<file path="src/rtl/gxp_regs.vh">
`ifndef GXP_REGS_VH
`define GXP_REGS_VH

// fixed upper part of the 7-bit slave address
`define GXP_ADDR_FIXED      5'h1d

// register select codes, low three command bits
`define GXP_SEL_PIN0        3'h0
`define GXP_SEL_PIN1        3'h1
`define GXP_SEL_DRIVE0      3'h2
`define GXP_SEL_DRIVE1      3'h3
`define GXP_SEL_INVERT0     3'h4
`define GXP_SEL_INVERT1     3'h5
`define GXP_SEL_DIR0        3'h6
`define GXP_SEL_DIR1        3'h7

// field positions
`define GXP_SEL_MSB         2
`define GXP_SEL_LSB         0
`define GXP_RW_BIT          0

// register group codes, select bits 2..1
`define GXP_GRP_PIN         2'h0
`define GXP_GRP_DRIVE       2'h1
`define GXP_GRP_INVERT      2'h2
`define GXP_GRP_DIR         2'h3

// reset values
`define GXP_RST_DRIVE       8'hff
`define GXP_RST_INVERT      8'h00
`define GXP_RST_DIR         8'hff
`define GXP_RST_POINTER     8'h00

// bits per byte on the link
`define GXP_BYTE_BITS       4'h8
`define GXP_LAST_TX_BIT     4'h7

`endif

</file>
<file path="src/rtl/gxp_sync.v">
`timescale 1ns/1ps
`default_nettype none

module gxp_sync #(
  parameter WIDTH = 20
) (
  input  wire             sys_clk_i,
  input  wire             rst_i,
  input  wire [WIDTH-1:0] async_i,
  output wire [WIDTH-1:0] sync_o
);

  genvar g;
  generate
    for (g = 0; g < WIDTH; g = g + 1) begin : g_bit
      reg meta_reg;
      reg stable_reg;
      // first stage feeds only the second stage
      always @(posedge sys_clk_i) begin
        if (rst_i) begin
          meta_reg   <= 1'b1;
          stable_reg <= 1'b1;
        end else begin
          meta_reg   <= async_i[g];
          stable_reg <= meta_reg;
        end
      end
      assign sync_o[g] = stable_reg;
    end
  endgenerate

endmodule // gxp_sync

`default_nettype wire

</file>
<file path="src/rtl/gxp_expander.v">
// What this block does
// - answer slave address 11101 plus the two strap levels
// - eighth address bit one means read, zero means write
// - first byte after a write address becomes the readable pointer
// - three low pointer bits select one of eight registers
// - pointer is only loaded by write transfers, never by read bytes
// - reads keep using the selected pair until a new pointer
// - pin level registers show every pin, input or output
// - writes to pin level registers are acked but change nothing
// - drive bits reach a pin only while it is an output
// - reading drive registers returns the stored flops, not pins
// - invert bit flips the reported level of input pins
// - direction bit one is input with driver off, zero drives
// - reset: drive all ones, invert all zeros, direction all ones
// - write: address, ack, pointer, ack, data bytes, stop
// - pointer toggles to the other pair register per further byte
// - read address is not acked until a pointer has been written
// - repeated start after pointer-only write reads that register
`include "gxp_regs.vh"
`timescale 1ns/1ps
`default_nettype none

module gxp_expander #(
  parameter PORT_W = 8
) (
  input  wire              sys_clk_i,
  input  wire              rst_i,
  input  wire              scl_i,
  input  wire              sda_i,
  output wire              sda_o,
  output wire              sda_oe_o,
  input  wire              addr_strap_lo_i,
  input  wire              addr_strap_hi_i,
  input  wire [PORT_W-1:0] port0_pin_i,
  output wire [PORT_W-1:0] port0_pin_o,
  output wire [PORT_W-1:0] port0_pin_oe_o,
  input  wire [PORT_W-1:0] port1_pin_i,
  output wire [PORT_W-1:0] port1_pin_o,
  output wire [PORT_W-1:0] port1_pin_oe_o
);

  localparam SYNC_W = 2 * PORT_W + 4;

  localparam [4:0] ST_IDLE = 5'h01;
  localparam [4:0] ST_RX   = 5'h02;
  localparam [4:0] ST_SACK = 5'h04;
  localparam [4:0] ST_TX   = 5'h08;
  localparam [4:0] ST_MACK = 5'h10;

  ////////////////////////////////////////////////////////////////////////////////
  // input synchronisation

  wire [SYNC_W-1:0] sync_vec;
  wire              scl_s;
  wire              sda_s;
  wire              strap_lo_s;
  wire              strap_hi_s;
  wire [PORT_W-1:0] pin0_s;
  wire [PORT_W-1:0] pin1_s;

  gxp_sync #(
    .WIDTH (SYNC_W)
  ) u_sync (
    .sys_clk_i (sys_clk_i),
    .rst_i     (rst_i),
    .async_i   ({scl_i, sda_i, addr_strap_lo_i, addr_strap_hi_i,
                 port0_pin_i, port1_pin_i}),
    .sync_o    (sync_vec)
  );

  assign scl_s      = sync_vec[SYNC_W-1];
  assign sda_s      = sync_vec[SYNC_W-2];
  assign strap_lo_s = sync_vec[SYNC_W-3];
  assign strap_hi_s = sync_vec[SYNC_W-4];
  assign pin0_s     = sync_vec[2*PORT_W-1:PORT_W];
  assign pin1_s     = sync_vec[PORT_W-1:0];

  ////////////////////////////////////////////////////////////////////////////////
  // link edge and condition detection

  reg  scl_d_reg;
  reg  sda_d_reg;
  wire scl_rise;
  wire scl_fall;
  wire start_cond;
  wire stop_cond;

  always @(posedge sys_clk_i) begin
    if (rst_i) begin
      scl_d_reg <= 1'b1;
      sda_d_reg <= 1'b1;
    end else begin
      scl_d_reg <= scl_s;
      sda_d_reg <= sda_s;
    end
  end

  assign scl_rise   = scl_s & ~scl_d_reg;
  assign scl_fall   = ~scl_s & scl_d_reg;
  // both lines sampled through equal delay, so sda moves inside scl high
  assign start_cond = scl_s & scl_d_reg & sda_d_reg & ~sda_s;
  assign stop_cond  = scl_s & scl_d_reg & ~sda_d_reg & sda_s;

  ////////////////////////////////////////////////////////////////////////////////
  // register file

  reg [PORT_W-1:0] drive0_reg;
  reg [PORT_W-1:0] drive1_reg;
  reg [PORT_W-1:0] invert0_reg;
  reg [PORT_W-1:0] invert1_reg;
  reg [PORT_W-1:0] dir0_reg;
  reg [PORT_W-1:0] dir1_reg;
  reg [7:0]        pointer_reg;
  reg              pointer_set_reg;

  wire [PORT_W-1:0] level0;
  wire [PORT_W-1:0] level1;

  genvar g;
  generate
    for (g = 0; g < PORT_W; g = g + 1) begin : g_pin
      // inversion only applies to pins set as inputs
      assign level0[g]         = pin0_s[g] ^ (invert0_reg[g] & dir0_reg[g]);
      assign level1[g]         = pin1_s[g] ^ (invert1_reg[g] & dir1_reg[g]);
      assign port0_pin_o[g]    = drive0_reg[g];
      assign port1_pin_o[g]    = drive1_reg[g];
      assign port0_pin_oe_o[g] = ~dir0_reg[g];
      assign port1_pin_oe_o[g] = ~dir1_reg[g];
    end
  endgenerate

  reg [7:0] rd_data;

  always @* begin
    rd_data = 8'h00;
    case (pointer_reg[`GXP_SEL_MSB:`GXP_SEL_LSB])
      `GXP_SEL_PIN0:    rd_data = level0;
      `GXP_SEL_PIN1:    rd_data = level1;
      `GXP_SEL_DRIVE0:  rd_data = drive0_reg;
      `GXP_SEL_DRIVE1:  rd_data = drive1_reg;
      `GXP_SEL_INVERT0: rd_data = invert0_reg;
      `GXP_SEL_INVERT1: rd_data = invert1_reg;
      `GXP_SEL_DIR0:    rd_data = dir0_reg;
      `GXP_SEL_DIR1:    rd_data = dir1_reg;
      default:          rd_data = 8'h00;
    endcase
  end

  ////////////////////////////////////////////////////////////////////////////////
  // link state machine

  reg [4:0] state_reg;
  reg [3:0] bit_cnt_reg;
  reg [7:0] shift_reg;
  reg [7:0] tx_reg;
  reg       rw_reg;
  reg       got_addr_reg;
  reg       got_cmd_reg;
  reg       more_reg;
  reg       sda_oe_reg;

  wire [7:0] rx_byte;
  wire       addr_match;
  wire       wr_strobe;
  wire       byte_done;

  assign rx_byte    = {shift_reg[6:0], sda_s};
  assign byte_done  = (bit_cnt_reg == `GXP_BYTE_BITS);
  assign addr_match = (shift_reg[7:1] == {`GXP_ADDR_FIXED, strap_hi_s, strap_lo_s});
  // a data byte of a write transfer lands in the selected register
  assign wr_strobe  = (state_reg == ST_RX) & scl_fall & byte_done &
                      got_addr_reg & ~rw_reg & got_cmd_reg;

  always @(posedge sys_clk_i) begin
    if (rst_i) begin
      state_reg       <= ST_IDLE;
      bit_cnt_reg     <= 4'h0;
      shift_reg       <= 8'h00;
      tx_reg          <= 8'h00;
      rw_reg          <= 1'b0;
      got_addr_reg    <= 1'b0;
      got_cmd_reg     <= 1'b0;
      more_reg        <= 1'b0;
      sda_oe_reg      <= 1'b0;
      pointer_reg     <= `GXP_RST_POINTER;
      pointer_set_reg <= 1'b0;
    end else if (start_cond) begin
      // a start or repeated start always restarts address reception
      state_reg    <= ST_RX;
      bit_cnt_reg  <= 4'h0;
      got_addr_reg <= 1'b0;
      got_cmd_reg  <= 1'b0;
      sda_oe_reg   <= 1'b0;
    end else if (stop_cond) begin
      state_reg  <= ST_IDLE;
      sda_oe_reg <= 1'b0;
    end else begin
      case (state_reg)
        ST_IDLE: begin
          sda_oe_reg <= 1'b0;
        end
        ST_RX: begin
          if (scl_rise && !byte_done) begin
            shift_reg   <= rx_byte;
            bit_cnt_reg <= bit_cnt_reg + 4'h1;
          end else if (scl_fall && byte_done) begin
            if (!got_addr_reg) begin
              // reads are refused until a pointer exists
              if (addr_match && (!shift_reg[`GXP_RW_BIT] || pointer_set_reg)) begin
                rw_reg       <= shift_reg[`GXP_RW_BIT];
                got_addr_reg <= 1'b1;
                sda_oe_reg   <= 1'b1;
                state_reg    <= ST_SACK;
              end else begin
                state_reg <= ST_IDLE;
              end
            end else if (!got_cmd_reg) begin
              pointer_reg     <= shift_reg;
              pointer_set_reg <= 1'b1;
              got_cmd_reg     <= 1'b1;
              sda_oe_reg      <= 1'b1;
              state_reg       <= ST_SACK;
            end else begin
              pointer_reg[`GXP_SEL_LSB] <= ~pointer_reg[`GXP_SEL_LSB];
              sda_oe_reg <= 1'b1;
              state_reg  <= ST_SACK;
            end
          end
        end
        ST_SACK: begin
          if (scl_rise && rw_reg) begin
            // data taken at the ack rising edge, then pointer moves on
            tx_reg                    <= rd_data;
            pointer_reg[`GXP_SEL_LSB] <= ~pointer_reg[`GXP_SEL_LSB];
          end else if (scl_fall) begin
            bit_cnt_reg <= 4'h0;
            if (rw_reg) begin
              sda_oe_reg <= ~tx_reg[7];
              state_reg  <= ST_TX;
            end else begin
              sda_oe_reg <= 1'b0;
              state_reg  <= ST_RX;
            end
          end
        end
        ST_TX: begin
          if (scl_fall) begin
            if (bit_cnt_reg == `GXP_LAST_TX_BIT) begin
              sda_oe_reg <= 1'b0;
              state_reg  <= ST_MACK;
            end else begin
              tx_reg      <= {tx_reg[6:0], 1'b0};
              sda_oe_reg  <= ~tx_reg[6];
              bit_cnt_reg <= bit_cnt_reg + 4'h1;
            end
          end
        end
        ST_MACK: begin
          if (scl_rise) begin
            more_reg <= ~sda_s;
            if (!sda_s) begin
              tx_reg                    <= rd_data;
              pointer_reg[`GXP_SEL_LSB] <= ~pointer_reg[`GXP_SEL_LSB];
            end
          end else if (scl_fall) begin
            bit_cnt_reg <= 4'h0;
            if (more_reg) begin
              sda_oe_reg <= ~tx_reg[7];
              state_reg  <= ST_TX;
            end else begin
              // nack ends the read, wait for stop or start
              sda_oe_reg <= 1'b0;
              state_reg  <= ST_IDLE;
            end
          end
        end
        default: begin
          state_reg  <= ST_IDLE;
          sda_oe_reg <= 1'b0;
        end
      endcase
    end
  end

  ////////////////////////////////////////////////////////////////////////////////
  // register writes

  always @(posedge sys_clk_i) begin
    if (rst_i) begin
      drive0_reg  <= `GXP_RST_DRIVE;
      drive1_reg  <= `GXP_RST_DRIVE;
      invert0_reg <= `GXP_RST_INVERT;
      invert1_reg <= `GXP_RST_INVERT;
      dir0_reg    <= `GXP_RST_DIR;
      dir1_reg    <= `GXP_RST_DIR;
    end else if (wr_strobe) begin
      case (pointer_reg[`GXP_SEL_MSB:`GXP_SEL_LSB])
        `GXP_SEL_DRIVE0:  drive0_reg  <= shift_reg;
        `GXP_SEL_DRIVE1:  drive1_reg  <= shift_reg;
        `GXP_SEL_INVERT0: invert0_reg <= shift_reg;
        `GXP_SEL_INVERT1: invert1_reg <= shift_reg;
        `GXP_SEL_DIR0:    dir0_reg    <= shift_reg;
        `GXP_SEL_DIR1:    dir1_reg    <= shift_reg;
        default: begin
          // pin level registers ignore writes
          drive0_reg <= drive0_reg;
        end
      endcase
    end
  end

  // open drain: only ever pulls low
  assign sda_o    = 1'b0;
  assign sda_oe_o = sda_oe_reg;

endmodule // gxp_expander

`default_nettype wire

</file>
<file path="config.mk">
export PLATFORM = sky130hd
export DESIGN_NAME = gxp_expander
export DESIGN_NICKNAME = d
export VERILOG_FILES = /design/src/rtl/gxp_sync.v /design/src/rtl/gxp_expander.v
export VERILOG_INCLUDE_DIRS = /design/src /design/src/rtl
export SDC_FILE = /design/constraint.sdc
export NUM_CORES = 1
export LEC_CHECK = 0
export ABC_AREA = 1
export BUFFER_PORTS_ARGS = -buffer_cell sky130_fd_sc_hd__buf_4
export CAP_MARGIN = 20
export CORE_MARGIN = 2
export CORE_UTILIZATION = 30
export CTS_CLUSTER_DIAMETER = 120
export CTS_CLUSTER_SIZE = 12
export DETAILED_ROUTE_END_ITERATION = 8
export GPL_ROUTABILITY_DRIVEN = 0
export PLACE_DENSITY = 0.5
export SYNTH_ARGS = -nofsm -noshare
export SYNTH_HDL_FRONTEND = slang
export SYNTH_SLANG_ARGS = --single-unit
export TNS_END_PERCENT = 10
</file>
<file path="constraint.sdc">
create_clock -name sys_clk_i -period 2 [get_ports sys_clk_i]
set_input_delay 0.5 -clock sys_clk_i [delete_from_list [all_inputs] [get_ports sys_clk_i]]
set_output_delay 0.5 -clock sys_clk_i [all_outputs]
set_load 0.02 [all_outputs]
</file>
## After elaboration in Yosys (flattened, before gate mapping)

Index checks and enable logic that the tools add are counted.

- Eq/ne operators: 39
- Add/subtract/negate cells: 1
- Multipliers: 0
- Bitwise operators: 74
- Mux-type cells: 52
- Shifts and indexed selects: 0
- $lt $le $gt $ge: 0
- Divide/modulo/power cells: 0
- Reduce and logical (&&, ||, !) cells: 31

Operators by type and width:

| kind | number |
|---|---|
| 8-bit one-hot mux with 8 select lines | 1 |
| 5-bit 2-to-1 mux | 9 |
| 8-bit 2-to-1 mux | 5 |
| 4-bit 2-to-1 mux | 8 |
| 1-bit NOT | 30 |
| 1-bit AND | 28 |
| 4-bit inequality test (second input constant) | 7 |
| 9-bit AND reduction | 3 |
| 5-bit one-hot mux with 5 select lines | 1 |
| 2-bit inequality test (second input constant) | 12 |
| 8-bit one-hot mux with 3 select lines | 1 |
| 1-bit 2-to-1 mux | 21 |
| 7-bit AND reduction | 3 |
| 4-bit one-hot mux with 4 select lines | 1 |
| 8-bit AND reduction | 2 |
| 1-bit XOR | 16 |
| 3-bit equality test (second input constant) | 4 |
| 2-bit AND reduction | 6 |
| 4-bit AND reduction | 3 |
| 7-bit equality test | 1 |
| 3-bit by 2-bit equality test with 1-bit output (second input constant) | 2 |
| 3-bit nonzero test | 2 |
| 5-bit by 1-bit equality test with 1-bit output (second input constant) | 1 |
| 5-bit by 2-bit equality test with 1-bit output (second input constant) | 1 |
| other kinds (23) | 29 |

- Memories: 0
- Memory bits (read-only): 0
- Register bits after elaboration: 129
- Bits in latches: 0
- Memory bits (writable): 0
- Input port bits: 22

## Logic depth before layout (Yosys ltp)

Gate-level depths: netlist of the first run.

- Word-level depth: 10
- Depth in mapped cells: 13

## Hierarchy

From an unflattened synthesis of the first run, not the netlist that was laid out.

- Cell total of the unflattened synthesis: 836
- Area, all modules: 5979.5 µm²

By module, submodules not included:

| module | instances | seq. area each (µm²) | area each (µm²) | cells each |
|---|---|---|---|---|
| gxp_expander | 1 | 1681.6 | 4668.2 | 691 |
| gxp_sync | 1 | 800.8 | 1311.3 | 145 |

## Worst setup path before layout of the first run

No wires, ideal clock.

- Path kind: register -> register
- Start point: reg bit_cnt_reg[0]
- End point: reg drive0_reg[5], in the netlist port0_pin_o[5]
- Data arrival time: 1491 ps
- Data required time: 1862 ps
- Cell stages (with the launch flop): 13
- Path buffers: 1
- Path slack: 371 ps
- Path through: dfxtp_1 -> inv_1 -> ha_1 -> nand2_1 -> nor2_1 -> nand2_1 -> inv_1 -> nand3_2 -> inv_4 -> nand4_4 -> buf_6 -> nand2_1 -> o211ai_1

- Cells in the longest elaborated chain, start to end: 6

RTL lines:

| what | line | source |
|---|---|---|
| start, declared | gxp_expander.v:153 | `reg [3:0] bit_cnt_reg;` |
| start signal, assigned | gxp_expander.v:205 | `bit_cnt_reg <= bit_cnt_reg + 4'h1;` |
| start signal, assigned | gxp_expander.v:254 | `bit_cnt_reg <= bit_cnt_reg + 4'h1;` |
| 4-bit equality test (no line) | -- |  |
| 1-bit AND (2 in series) | gxp_expander.v:171 | `assign wr_strobe = (state_reg == ST_RX) & scl_fall & byte_done &` |
| 1-bit AND (2 in series) | gxp_expander.v:172 | `got_addr_reg & ~rw_reg & got_cmd_reg;` |
| 2-bit AND reduction (no line) | -- |  |
| end signal, assigned | gxp_expander.v:290 | `` drive0_reg <= `GXP_RST_DRIVE; `` |
| end signal, assigned | gxp_expander.v:298 | `` `GXP_SEL_DRIVE0: drive0_reg <= shift_reg; `` |
| end signal, assigned | gxp_expander.v:306 | `drive0_reg <= drive0_reg;` |
| end, declared | gxp_expander.v:107 | `reg [PORT_W-1:0] drive0_reg;` |

No other way between the ends.
A chain may end at the register's enable or synchronous reset.

## Worst setup path in the final report of the first run

- Start point: reg pointer_reg[0]
- End point: reg invert0_reg[1]

- Cells in the longest elaborated chain, start to end: 2

RTL lines:

| what | line | source |
|---|---|---|
| start, declared | gxp_expander.v:113 | `reg [7:0] pointer_reg;` |
| start signal, assigned | gxp_expander.v:185 | `` pointer_reg <= `GXP_RST_POINTER; `` |
| start signal, assigned | gxp_expander.v:218 | `pointer_reg <= shift_reg;` |
| start signal, assigned by index | gxp_expander.v:224 | `` pointer_reg[`GXP_SEL_LSB] <= ~pointer_reg[`GXP_SEL_LSB]; `` |
| 3-bit equality test | gxp_expander.v:297 | `` case (pointer_reg[`GXP_SEL_MSB:`GXP_SEL_LSB]) `` |
| 2-bit AND reduction (no line) | -- |  |
| end signal, assigned | gxp_expander.v:292 | `` invert0_reg <= `GXP_RST_INVERT; `` |
| end signal, assigned | gxp_expander.v:300 | `` `GXP_SEL_INVERT0: invert0_reg <= shift_reg; `` |
| end, declared | gxp_expander.v:109 | `reg [PORT_W-1:0] invert0_reg;` |

No other way between the ends.

==> results of run 1 <==
## routing by layer
metal	wire [µm]	vias up
met1	8170	2367
met5	0	-
li1	-	2743
met3	844	25
met4	425	0
met2	6850	122
## critical path, cell delays in order (launching register included)
cell and delay (ps):
dfxtp_1 390, buf_4 240, nor3_1 520, nand4_4 340, nor2_1 200, nor2_1 60
## synth_stat cells, drive strengths merged
library cell  instances  share of area, %
and3                  1              0.11
inv                  85               5.5
o31ai                 1              0.13
clkinv                1             0.085
xor2                  2              0.30
dfxtp               124                42
a21oi                32               2.7
or2                  40               4.3
nor2                 96               6.6
conb                  1             0.064
nand3                53               4.8
ha                    2              0.43
buf                  17               2.2
clkbuf               18               1.2
nand4                45               6.3
a31oi                 1              0.11
o211ai               32               4.1
xnor2                 9               1.3
nor3                  5              0.51
o21ai                22               1.9
nand3b                1              0.13
nand2               229                15
## final cells by class
type	count	area, µm²	share of cell area [%]
multi-input cells	572	2860	39.7
flip-flops and latches	124	2480	34.4
repair buffers	72	566	7.84
clock buffers	17	425	5.90
well taps	265	332	4.60
inverters	86	327	4.53
clock inverters	15	220	3.05
## per-stage QoR
| stage | setup WS (ps) | hold WS [ps] | util, % | instance area [µm²] |
|---|---|---|---|---|
| 2_1_floorplan | 371 | 389 | - | 5860 |
| 3_3_place_gp | 121 | 390 | 33.8 | 6540 |
| 3_5_place_dp | 116 | 393 | 33.8 | 6540 |
| 4_1_cts | 88.6 | 246 | 37.2 | 7190 |
| 5_1_grt | -0.304 | 245 | 37.3 | 7210 |
| 6_report | 118 | 259 | 37.3 | 7210 |
## final timing paths
path | to | slack [ps] | cells past startpoint | startpoint
setup / recovery | invert0_reg[1] | 120 | 5 | pointer_reg[0]
hold / removal | u_sync.g_bit[12].meta_reg | 260 | 2 | port0_pin_i[4]
setup reg to reg | invert0_reg[1] | 120 | 5 | pointer_reg[0]
hold reg to reg | u_sync.g_bit[10].stable_reg | 400 | 1 | u_sync.g_bit[10].meta_reg
## power groups by stage
stage	logic (µW)	clock network, µW	registers [µW]
final	196	3390	2530
after global routing	222	3570	2530
after CTS	199	3440	2530
after detailed placement	198	0	2580
after global placement	196	0	2590
after floorplan	130	0	2580
## cells by family after synthesis
kind of cell	Yosys count	synth area share (%)
simple gates	470	37.7
flops	124	42.4
buf+inv	121	8.88
compound gates	88	8.95
xor+xnor	11	1.64
fa+ha+maj	2	0.427
other cells	1	0.0640
## what timing repair did
item	CTS	global route
buffers inserted	0	1
endpoints found under the setup margin	0	14
resized for setup	0	3
==> impl_results.md, run 1 <==
* Tot Pwr at 6120 µW
* Busiest grt layer: met2
* Worst Skew at 9.50 ps
* 1st-pass router iterations at 4
* Peak fanout along the critical path at 17
* VDD IR max at 610 µV
* Largest net degree at the start of global routing at 66
* Global-route wire length before repair at 25.8 mm
* GRT Total Usage at 16.4%
* Met1 Use GR at 22.7%
* GRT met3 Usage at 3.80%
* RSZ-0062 raised after global routing: true
* Max clock buf depth at 2
* Final Max Tran Viols at 0
* Sink Count at 124
* Nets at 897
* Antenna violations before repair at 0
* Cells after synthesis at 817
* Final wirelength at 16.3 mm
* Logic pwr share at under 10%
* DR vias/cell at 4.57
* Leading cell type in the layout, fill and taps excluded: nand2_1
* Syn avg cell area at 7.17 µm²
* Post-Syn Nets at 841
* Clock slew at reported path FFs at 60 ps
* Synthesized cell area at 5860 µm²
* Layout area overhead at 23.1%
* Clk pwr share at between 50% and 60%
* Worst Path Required at 2310 ps
* GR Overflow Total at 0
* Status: finished clean
* Switching Fraction at between 20 and 25%
* Row cnt at around 50
* Yosys Warn Count at 0
* Number of instances in the placed design at approximately 1100
* Setup TNS at 0 ps
* Commonest non-fill, non-tap cells in the layout: nand2_1, dfxtp_1, nor2_1
* Antenna cells at 0
* Fmax at 0.531 GHz
* Post-route clock period utilization at a little over nine tenths
* 1st-iter DRT viols at 402
* Clock Latency Late Sink at 420 ps
* Leak at 0.00356 µW
* Clk root buf: clkbuf_16
* TritonCTS clock tree: yes
* Initial Util at 30.3%
* CTS HTree Levels at 4
* Net Sw Power at 1310 µW
* Final Critical Period at 1880 ps
* Via count at 5257
* Worst Setup End Kind: flop
* Die height at 144 µm
* Finish-stage setup viols at 0
* Final hold vios at 0
* IO Count at 56
* Full die area at 20700 µm²
* Sequential area share after synthesis at 42.4%
* Residual DRC at 0
* Layout cells sized above 1 at 18.7%
* CP arrival at 2190 ps
* Sequential power share at 41.4%
* M2 GR Usage at 24.2%
* Hold WC Path Type: input pin to flop
* Number of max-cap violations at 0
* # hold bufs at CTS at 0
* IO Port Bufs at 54
* PwrDens at 848 nW/µm²
* WS Path Type: flop to flop
* TritonCTS Buffers at 17
* Post-DP HPWL at 11.6 mm
* Number of global-route vias before repair at 4770
* Yosys cell types at 33
* WL/cell at around 14 µm
* Worst slew margin relative to its limit at around 60%
* #FFs+latches synth at 124
* Slew @ Worst Pin at slightly above 600 ps
* Core area at 19300 µm²
* Die W at 144 µm
* Startpoint Class: flop
* Fillers at 2065
* Final Non-Filler Cells at 1151
* ANT nets after route at 0
* Internal Power at 4810 µW
No activity file was read; power rests on OpenSTA's default activity.
==> run 2: changes to the inputs <==
--- a/config.mk
+++ b/config.mk
@@ -7,16 +7,16 @@
 export NUM_CORES = 1
 export LEC_CHECK = 0
 export ABC_AREA = 1
-export BUFFER_PORTS_ARGS = -buffer_cell sky130_fd_sc_hd__buf_4
+export BUFFER_PORTS_ARGS = -buffer_cell sky130_fd_sc_hd__buf_2
 export CAP_MARGIN = 20
 export CORE_MARGIN = 2
 export CORE_UTILIZATION = 30
 export CTS_CLUSTER_DIAMETER = 120
-export CTS_CLUSTER_SIZE = 12
 export DETAILED_ROUTE_END_ITERATION = 8
 export GPL_ROUTABILITY_DRIVEN = 0
 export PLACE_DENSITY = 0.5
 export SYNTH_ARGS = -nofsm -noshare
 export SYNTH_HDL_FRONTEND = slang
+export SYNTH_HIERARCHICAL = 1
 export SYNTH_SLANG_ARGS = --single-unit
 export TNS_END_PERCENT = 10
==> impl_results.md, run 2 <==
* Yosys top cell by area: dfxtp_1
* Worst R2R Path Depth at 11
* Core area at 19500 µm²
* Row cnt at 51
* Sink Count at 124
* IO Count at 56
* Synthesized cell area at 5980 µm²
* Antenna cells at 0
* FF-to-FF setup slack at 220 ps
* Top FF cell, synth: dfxtp_1
* Full die area at 21100 µm²
* PwrDens at between 900 and 1000 nW/µm²
* Clk root buf: clkbuf_16
* WS Path Type: flop to flop
* Hold WC Path Type: input pin to flop
* Post-DP HPWL at ~12 mm
* Layout cells sized above 1 at between 15 and 20%
* Yosys cell types at 33
* Reg-to-reg critical path startpoint: state_reg[2]
* Worst Path Required at between 2000 and 2500 ps
* Worst Skew at 9.93 ps
* Number of synthesized flops with an enable pin at 0
* 1st-iter DRT viols at 449
* Die height at 145 µm
* M2 GR Usage at roughly 23%
* Worst flop-to-flop path endpoint: bit_cnt_reg[1]
* Fillers at 2110
* Cells after synthesis at 836
* FF+latch area at 2480 µm²
* Antenna violations before repair at 0
* Sequential area share after synthesis at 41.5%
* Crit path from: state_reg[2]
* Residual DRC at 0
* Met1 Use GR at 23.5%
* Initial Util at 30.6%
* Yosys Warn Count at 6
* TritonCTS Buffers at 17
* TritonCTS clock tree: yes
* Multi-input gate area at 2720 µm²
* CTS HTree Levels at 4
* WL/cell at 14.0 µm
* GRT Total Usage at 15.8%
* Die W at 145 µm
* Finish-stage setup viols at 0
* Final Critical Period at about 1800 ps
* Number of max-cap violations at 0
* ANT nets after route at 0
* Commonest non-fill, non-tap cells in the layout: nand2_1, dfxtp_1, inv_1
* Largest net degree at the start of global routing at 36
* Tot Pwr at 6700 µW
* Via count at 5313
* Global-route wire length before repair at 26.5 mm
* Fmax at 0.562 GHz
* Setup crit end: bit_cnt_reg[1]
* CP arrival at approximately 2100 ps
* Max clock buf depth at 2
* Clock Latency Late Sink at between 400 and 500 ps
* Number of global-route vias before repair at 4851
* CP max stage cell: dfxtp_1
* Leading cell type in the layout, fill and taps excluded: nand2_1
* Leak at 0.00363 µW
* Worst Setup End Kind: flop
* Clock slew at reported path FFs at roughly 60 ps
* Syn avg cell area at 7.15 µm²
* CP peak stage delay at 360 ps
* Tightest hold margin at 253 ps
* Setup TNS at 0 ps
* Most frequent cell after synthesis: nand2_1
* Post-route clock period utilization at 89.0%
* Most used cell, CP: nand2_1
* Peak fanout along the critical path at 7
* VDD IR max at about 540 µV
* Final wirelength at 16.2 mm
* Status: finished clean
* DR vias/cell at 4.58
* Worst path cell trace: inv_1, nor2_1, nand3_1, nand2_2, nand2_1, nand2_1, inv_2, nand2_2, nand2_1, nand2_1, nor2_1
* GR Overflow Total at 0
* Nets at 905
* RSZ-0062 raised after global routing: false
* Top post-synthesis cells by area: dfxtp_1, nand2_1, inv_1
* Post-Syn Nets at 860
* Startpoint Class: flop
* Synth async-reset ratio at 0%
* Final Max Tran Viols at 0
* #FFs+latches synth at 124
* Top cell types by occurrence after synthesis: nand2_1, dfxtp_1, inv_1
* Layout area overhead at 18.4%
* Top-area cell type share of the netlist area at 41.5%
* 1st-pass router iterations at 6
* GRT met3 Usage at under 10%
* Busiest grt layer: met1
* Post-layout util at between 30 and 40%
* Final hold vios at 0
* IO Port Bufs at 54
[run 2: changes by cell type in the layout (fill, tap and decap cells not counted), sizes merged, moves of 8 or more]
cell   previous run  this run
buf              72        82
inv              85       112
or2              40         9
nor2             96        78
o21ai            22        43
a21oi            32        53
nand2           229       210
xnor2             9         1
[run 2: through the flow]
stage	area, µm²	setup WS [ps]	cells
6_report	7080	219	1159
5_1_grt	7080	4.68	1159
4_1_cts	7080	15.6	1159
3_5_place_dp	6450	30.4	1127
3_3_place_gp	6450	82.7	1127
2_1_floorplan	5980	251	836
[run 2: layout make-up]
type	count	area share [%]
clock buffers	21	6.64
repair buffers	82	7.14
clock inverters	11	2.19
inverters	111	5.88
multi-input cells	545	38.4
well taps	265	4.68
flip-flops and latches	124	35.1
[run 2: worst min-delay path by stage]
stage	start	endpoint	cells after the start
2_1_floorplan	u_sync/g_bit[10].meta_reg	u_sync/g_bit[10].stable_reg	2
3_5_place_dp	u_sync/g_bit[10].meta_reg	u_sync/g_bit[10].stable_reg	2
6_report	port1_pin_i[0]	u_sync/g_bit[0].meta_reg	3
3_3_place_gp	u_sync/g_bit[11].meta_reg	u_sync/g_bit[11].stable_reg	2
5_1_grt	port0_pin_i[2]	u_sync/g_bit[10].meta_reg	3
4_1_cts	port1_pin_i[0]	u_sync/g_bit[0].meta_reg	3
[run 2: power breakdown]
| group | internal, µW | leakage (µW) | switching [µW] |
|---|---|---|---|
| Sequential | 2570 | 0.00101 | 58.8 |
| Clock | 2080 | 0.000305 | 1180 |
| Combinational | 280 | 0.00231 | 529 |
[run 2: metal layers]
layer,up-vias,part of all wire (%)
li1,2786,-
met1,2363,52
met2,144,42
met3,20,5.0
met4,0,1.5
met5,-,0
[run 2: logic make-up (layout without fill, tap and decap cells)]
| family | count (synthesis) | count (layout) | share of synthesized area, % |
|---|---|---|---|
| other | 1 | 1 | 0.0627 |
| AND/OR/NAND/NOR | 411 | 411 | 31.1 |
| adder cells (fa/ha/maj) | 2 | 2 | 0.418 |
| AO/OA/AOI/OAI | 129 | 129 | 13.5 |
| XOR/XNOR | 2 | 2 | 0.293 |
| flip-flops | 124 | 124 | 41.5 |
| buffers and inverters | 167 | 225 | 13.1 |
[run 2: what timing repair did]
item | CTS | global route
setup endpoints to repair | 0 | 16
gates resized for setup | 0 | 4
hold buffers | 0 | 0
setup buffers | 0 | 0
[run 2: worst max-delay path: cells and delay by family, from the launching register on]
kind / cells / cell delay, ps
buffers and inverters: 2 / 160
flip-flops: 1 / 360
AND/OR/NAND/NOR: 9 / 1150
==> run 3: changes to the inputs <==
--- a/config.mk
+++ b/config.mk
@@ -10,11 +10,11 @@
 export BUFFER_PORTS_ARGS = -buffer_cell sky130_fd_sc_hd__buf_2
 export CAP_MARGIN = 20
 export CORE_MARGIN = 2
-export CORE_UTILIZATION = 30
+export CORE_UTILIZATION = 59
 export CTS_CLUSTER_DIAMETER = 120
 export DETAILED_ROUTE_END_ITERATION = 8
 export GPL_ROUTABILITY_DRIVEN = 0
-export PLACE_DENSITY = 0.5
+export PLACE_DENSITY = 0.83
 export SYNTH_ARGS = -nofsm -noshare
 export SYNTH_HDL_FRONTEND = slang
 export SYNTH_HIERARCHICAL = 1
==> impl_results.md, run 3 (synthesis results as in run 2) <==
* Status: finished clean
* Largest net degree at the start of global routing at 53
* 1st-pass router iterations at 5
* Placed cell area at ~6200 µm²
* Leading cell type in the layout, fill and taps excluded: nand2_1
* Leak at 0.00357 µW
* GR Overflow Total at 0
* DR vias/cell at 5.50
* Layout cells sized above 1 at ~17%
* Worst Skew at approximately 8.5 ps
* Fmax at 0.549 GHz
* Commonest non-fill, non-tap cells in the layout: nand2_1, dfxtp_1, inv_1
* Post-DP HPWL at 9.92 mm
* Global-route wire length before repair at 23.8 mm
* Max clock buf depth at 2
* CP arrival at 2230 ps
* # hold bufs at CTS at 0
* Worst slew margin relative to its limit at 63.8%
* Worst Setup End Kind: flop
* TritonCTS clock tree: yes
* IO Count at 56
* Final Max Tran Viols at 0
* FF-to-FF setup slack at 180 ps
* Antenna violations before repair at 0
* IO Port Bufs at between 50 and 60
* Via count at 5607
* PwrDens at 940 nW/µm²
* Layout area overhead at 14.0%
* Core area at a little under 10000 µm²
* GRT Total Usage at 27.5%
* TritonCTS Buffers at 17
* Slew @ Worst Pin at roughly 540 ps
* Tightest hold margin at 140 ps
* Number of max-cap violations at 0
* Initial Util at 60.9%
* Peak fanout along the critical path at 16
* CTS HTree Levels at 4
* Die height at 105 µm
* Nets at approximately 900
* Die W at between 100 and 150 µm
* Sink Count at 124
* Row cnt at 36
* Final hold vios at 0
* Worst hold stages at 3
* Clk root buf: clkbuf_8
* Setup TNS at 0 ps
* RSZ-0062 raised after global routing: false
* Post-route clock period utilization at 91.1%
* Final Critical Period at approximately 1800 ps
* Worst Hold Path EP: u_sync/g_bit[0].meta_reg
* Worst R2R Path Depth at 10
* Reg-to-reg critical path startpoint: bit_cnt_reg[0]
* Number of global-route vias before repair at 4824
* VDD IR max at 762 µV
* 1st-iter DRT viols at approximately 550
* Startpoint Class: flop
* Worst Path Required at 2410 ps
* Hold WC Path Type: input pin to flop
* Worst flop-to-flop path endpoint: dir0_reg[7]
* WS Path Type: flop to flop
* Hold wc startpoint: port1_pin_i[0]
* ANT nets after route at 0
* Finish-stage setup viols at 0
* Clock Latency Late Sink at between 500 and 600 ps
* Full die area at 11000 µm²
* Antenna cells at 0
* WL/cell at 14.3 µm
* Residual DRC at 0
* Clock slew at reported path FFs at 60 ps
* Design area at ~6800 µm²
* Final wirelength at 14.5 mm
* Tot Pwr at 6400 µW
-- run 3: cell types whose count changed in the layout (fill, tap and decap cells not counted), moves of 2 or more --
cell	change
buf_4	-6
clkinv_2	+3
clkinv_4	-3
inv_6	-3
clkbuf_1	+2
-- run 3: cell type report --
type	instances	area, µm²
fillers	813	3000
repair buffers	76	460
flip-flops and latches	124	2480
well taps	133	166
multi-input cells	545	2720
clock inverters	8	118
clock buffers	22	453
inverters	111	417
-- run 3: layer usage --
layer	track usage, %	up-vias	share of wire, %
met1	38.3	2490	45
met5	0	-	0
li1	-	2774	-
met4	8.48	0	1.7
met2	41.4	308	43
met3	8.17	35	10
-- run 3: what timing repair did --
action                                  CTS  global route
resized for setup                         1             3
buffers inserted                          0             0
endpoints found under the setup margin    1            16
-- run 3: worst max-delay path by stage --
stage                   start              to  slack, ps  cells past startpoint
2_1_floorplan  bit_cnt_reg[0]  port0_pin_o[6]        250                     12
3_3_place_gp   bit_cnt_reg[0]  port0_pin_o[6]        120                     10
3_5_place_dp   bit_cnt_reg[0]  port0_pin_o[5]         50                     10
4_1_cts        bit_cnt_reg[0]  port0_pin_o[5]         30                     10
5_1_grt        bit_cnt_reg[0]  invert0_reg[7]         60                     11
6_report       bit_cnt_reg[0]     dir0_reg[7]        180                     10
-- run 3: stage by stage --
| stage | util, % | worst slack (ps) | cells |
|---|---|---|---|
| 2_1_floorplan | - | 251 | 836 |
| 3_3_place_gp | 63.5 | 117 | 989 |
| 3_5_place_dp | 63.5 | 45.1 | 989 |
| 4_1_cts | 69.4 | 26.4 | 1019 |
| 5_1_grt | 69.4 | 61.5 | 1019 |
| 6_report | 69.4 | 179 | 1019 |
-- run 3: critical path: stages, from the launching register on --
cell	delay, ps
dfxtp_1	330
inv_1	80
ha_1	160
nand2_2	60
nor2_2	130
nand2_2	110
nor2_4	180
nand2_2	120
or2_4	340
nand2_1	110
o211ai_2	80
-- run 3: report_power, final --
| part | leakage (µW) | switching (µW) | internal (µW) | total [µW] |
|---|---|---|---|---|
| sequential | 0.00101 | 65.8 | 2570 | 2640 |
| combinational | 0.00228 | 518 | 269 | 787 |
| clock | 0.000280 | 1040 | 1940 | 2980 |
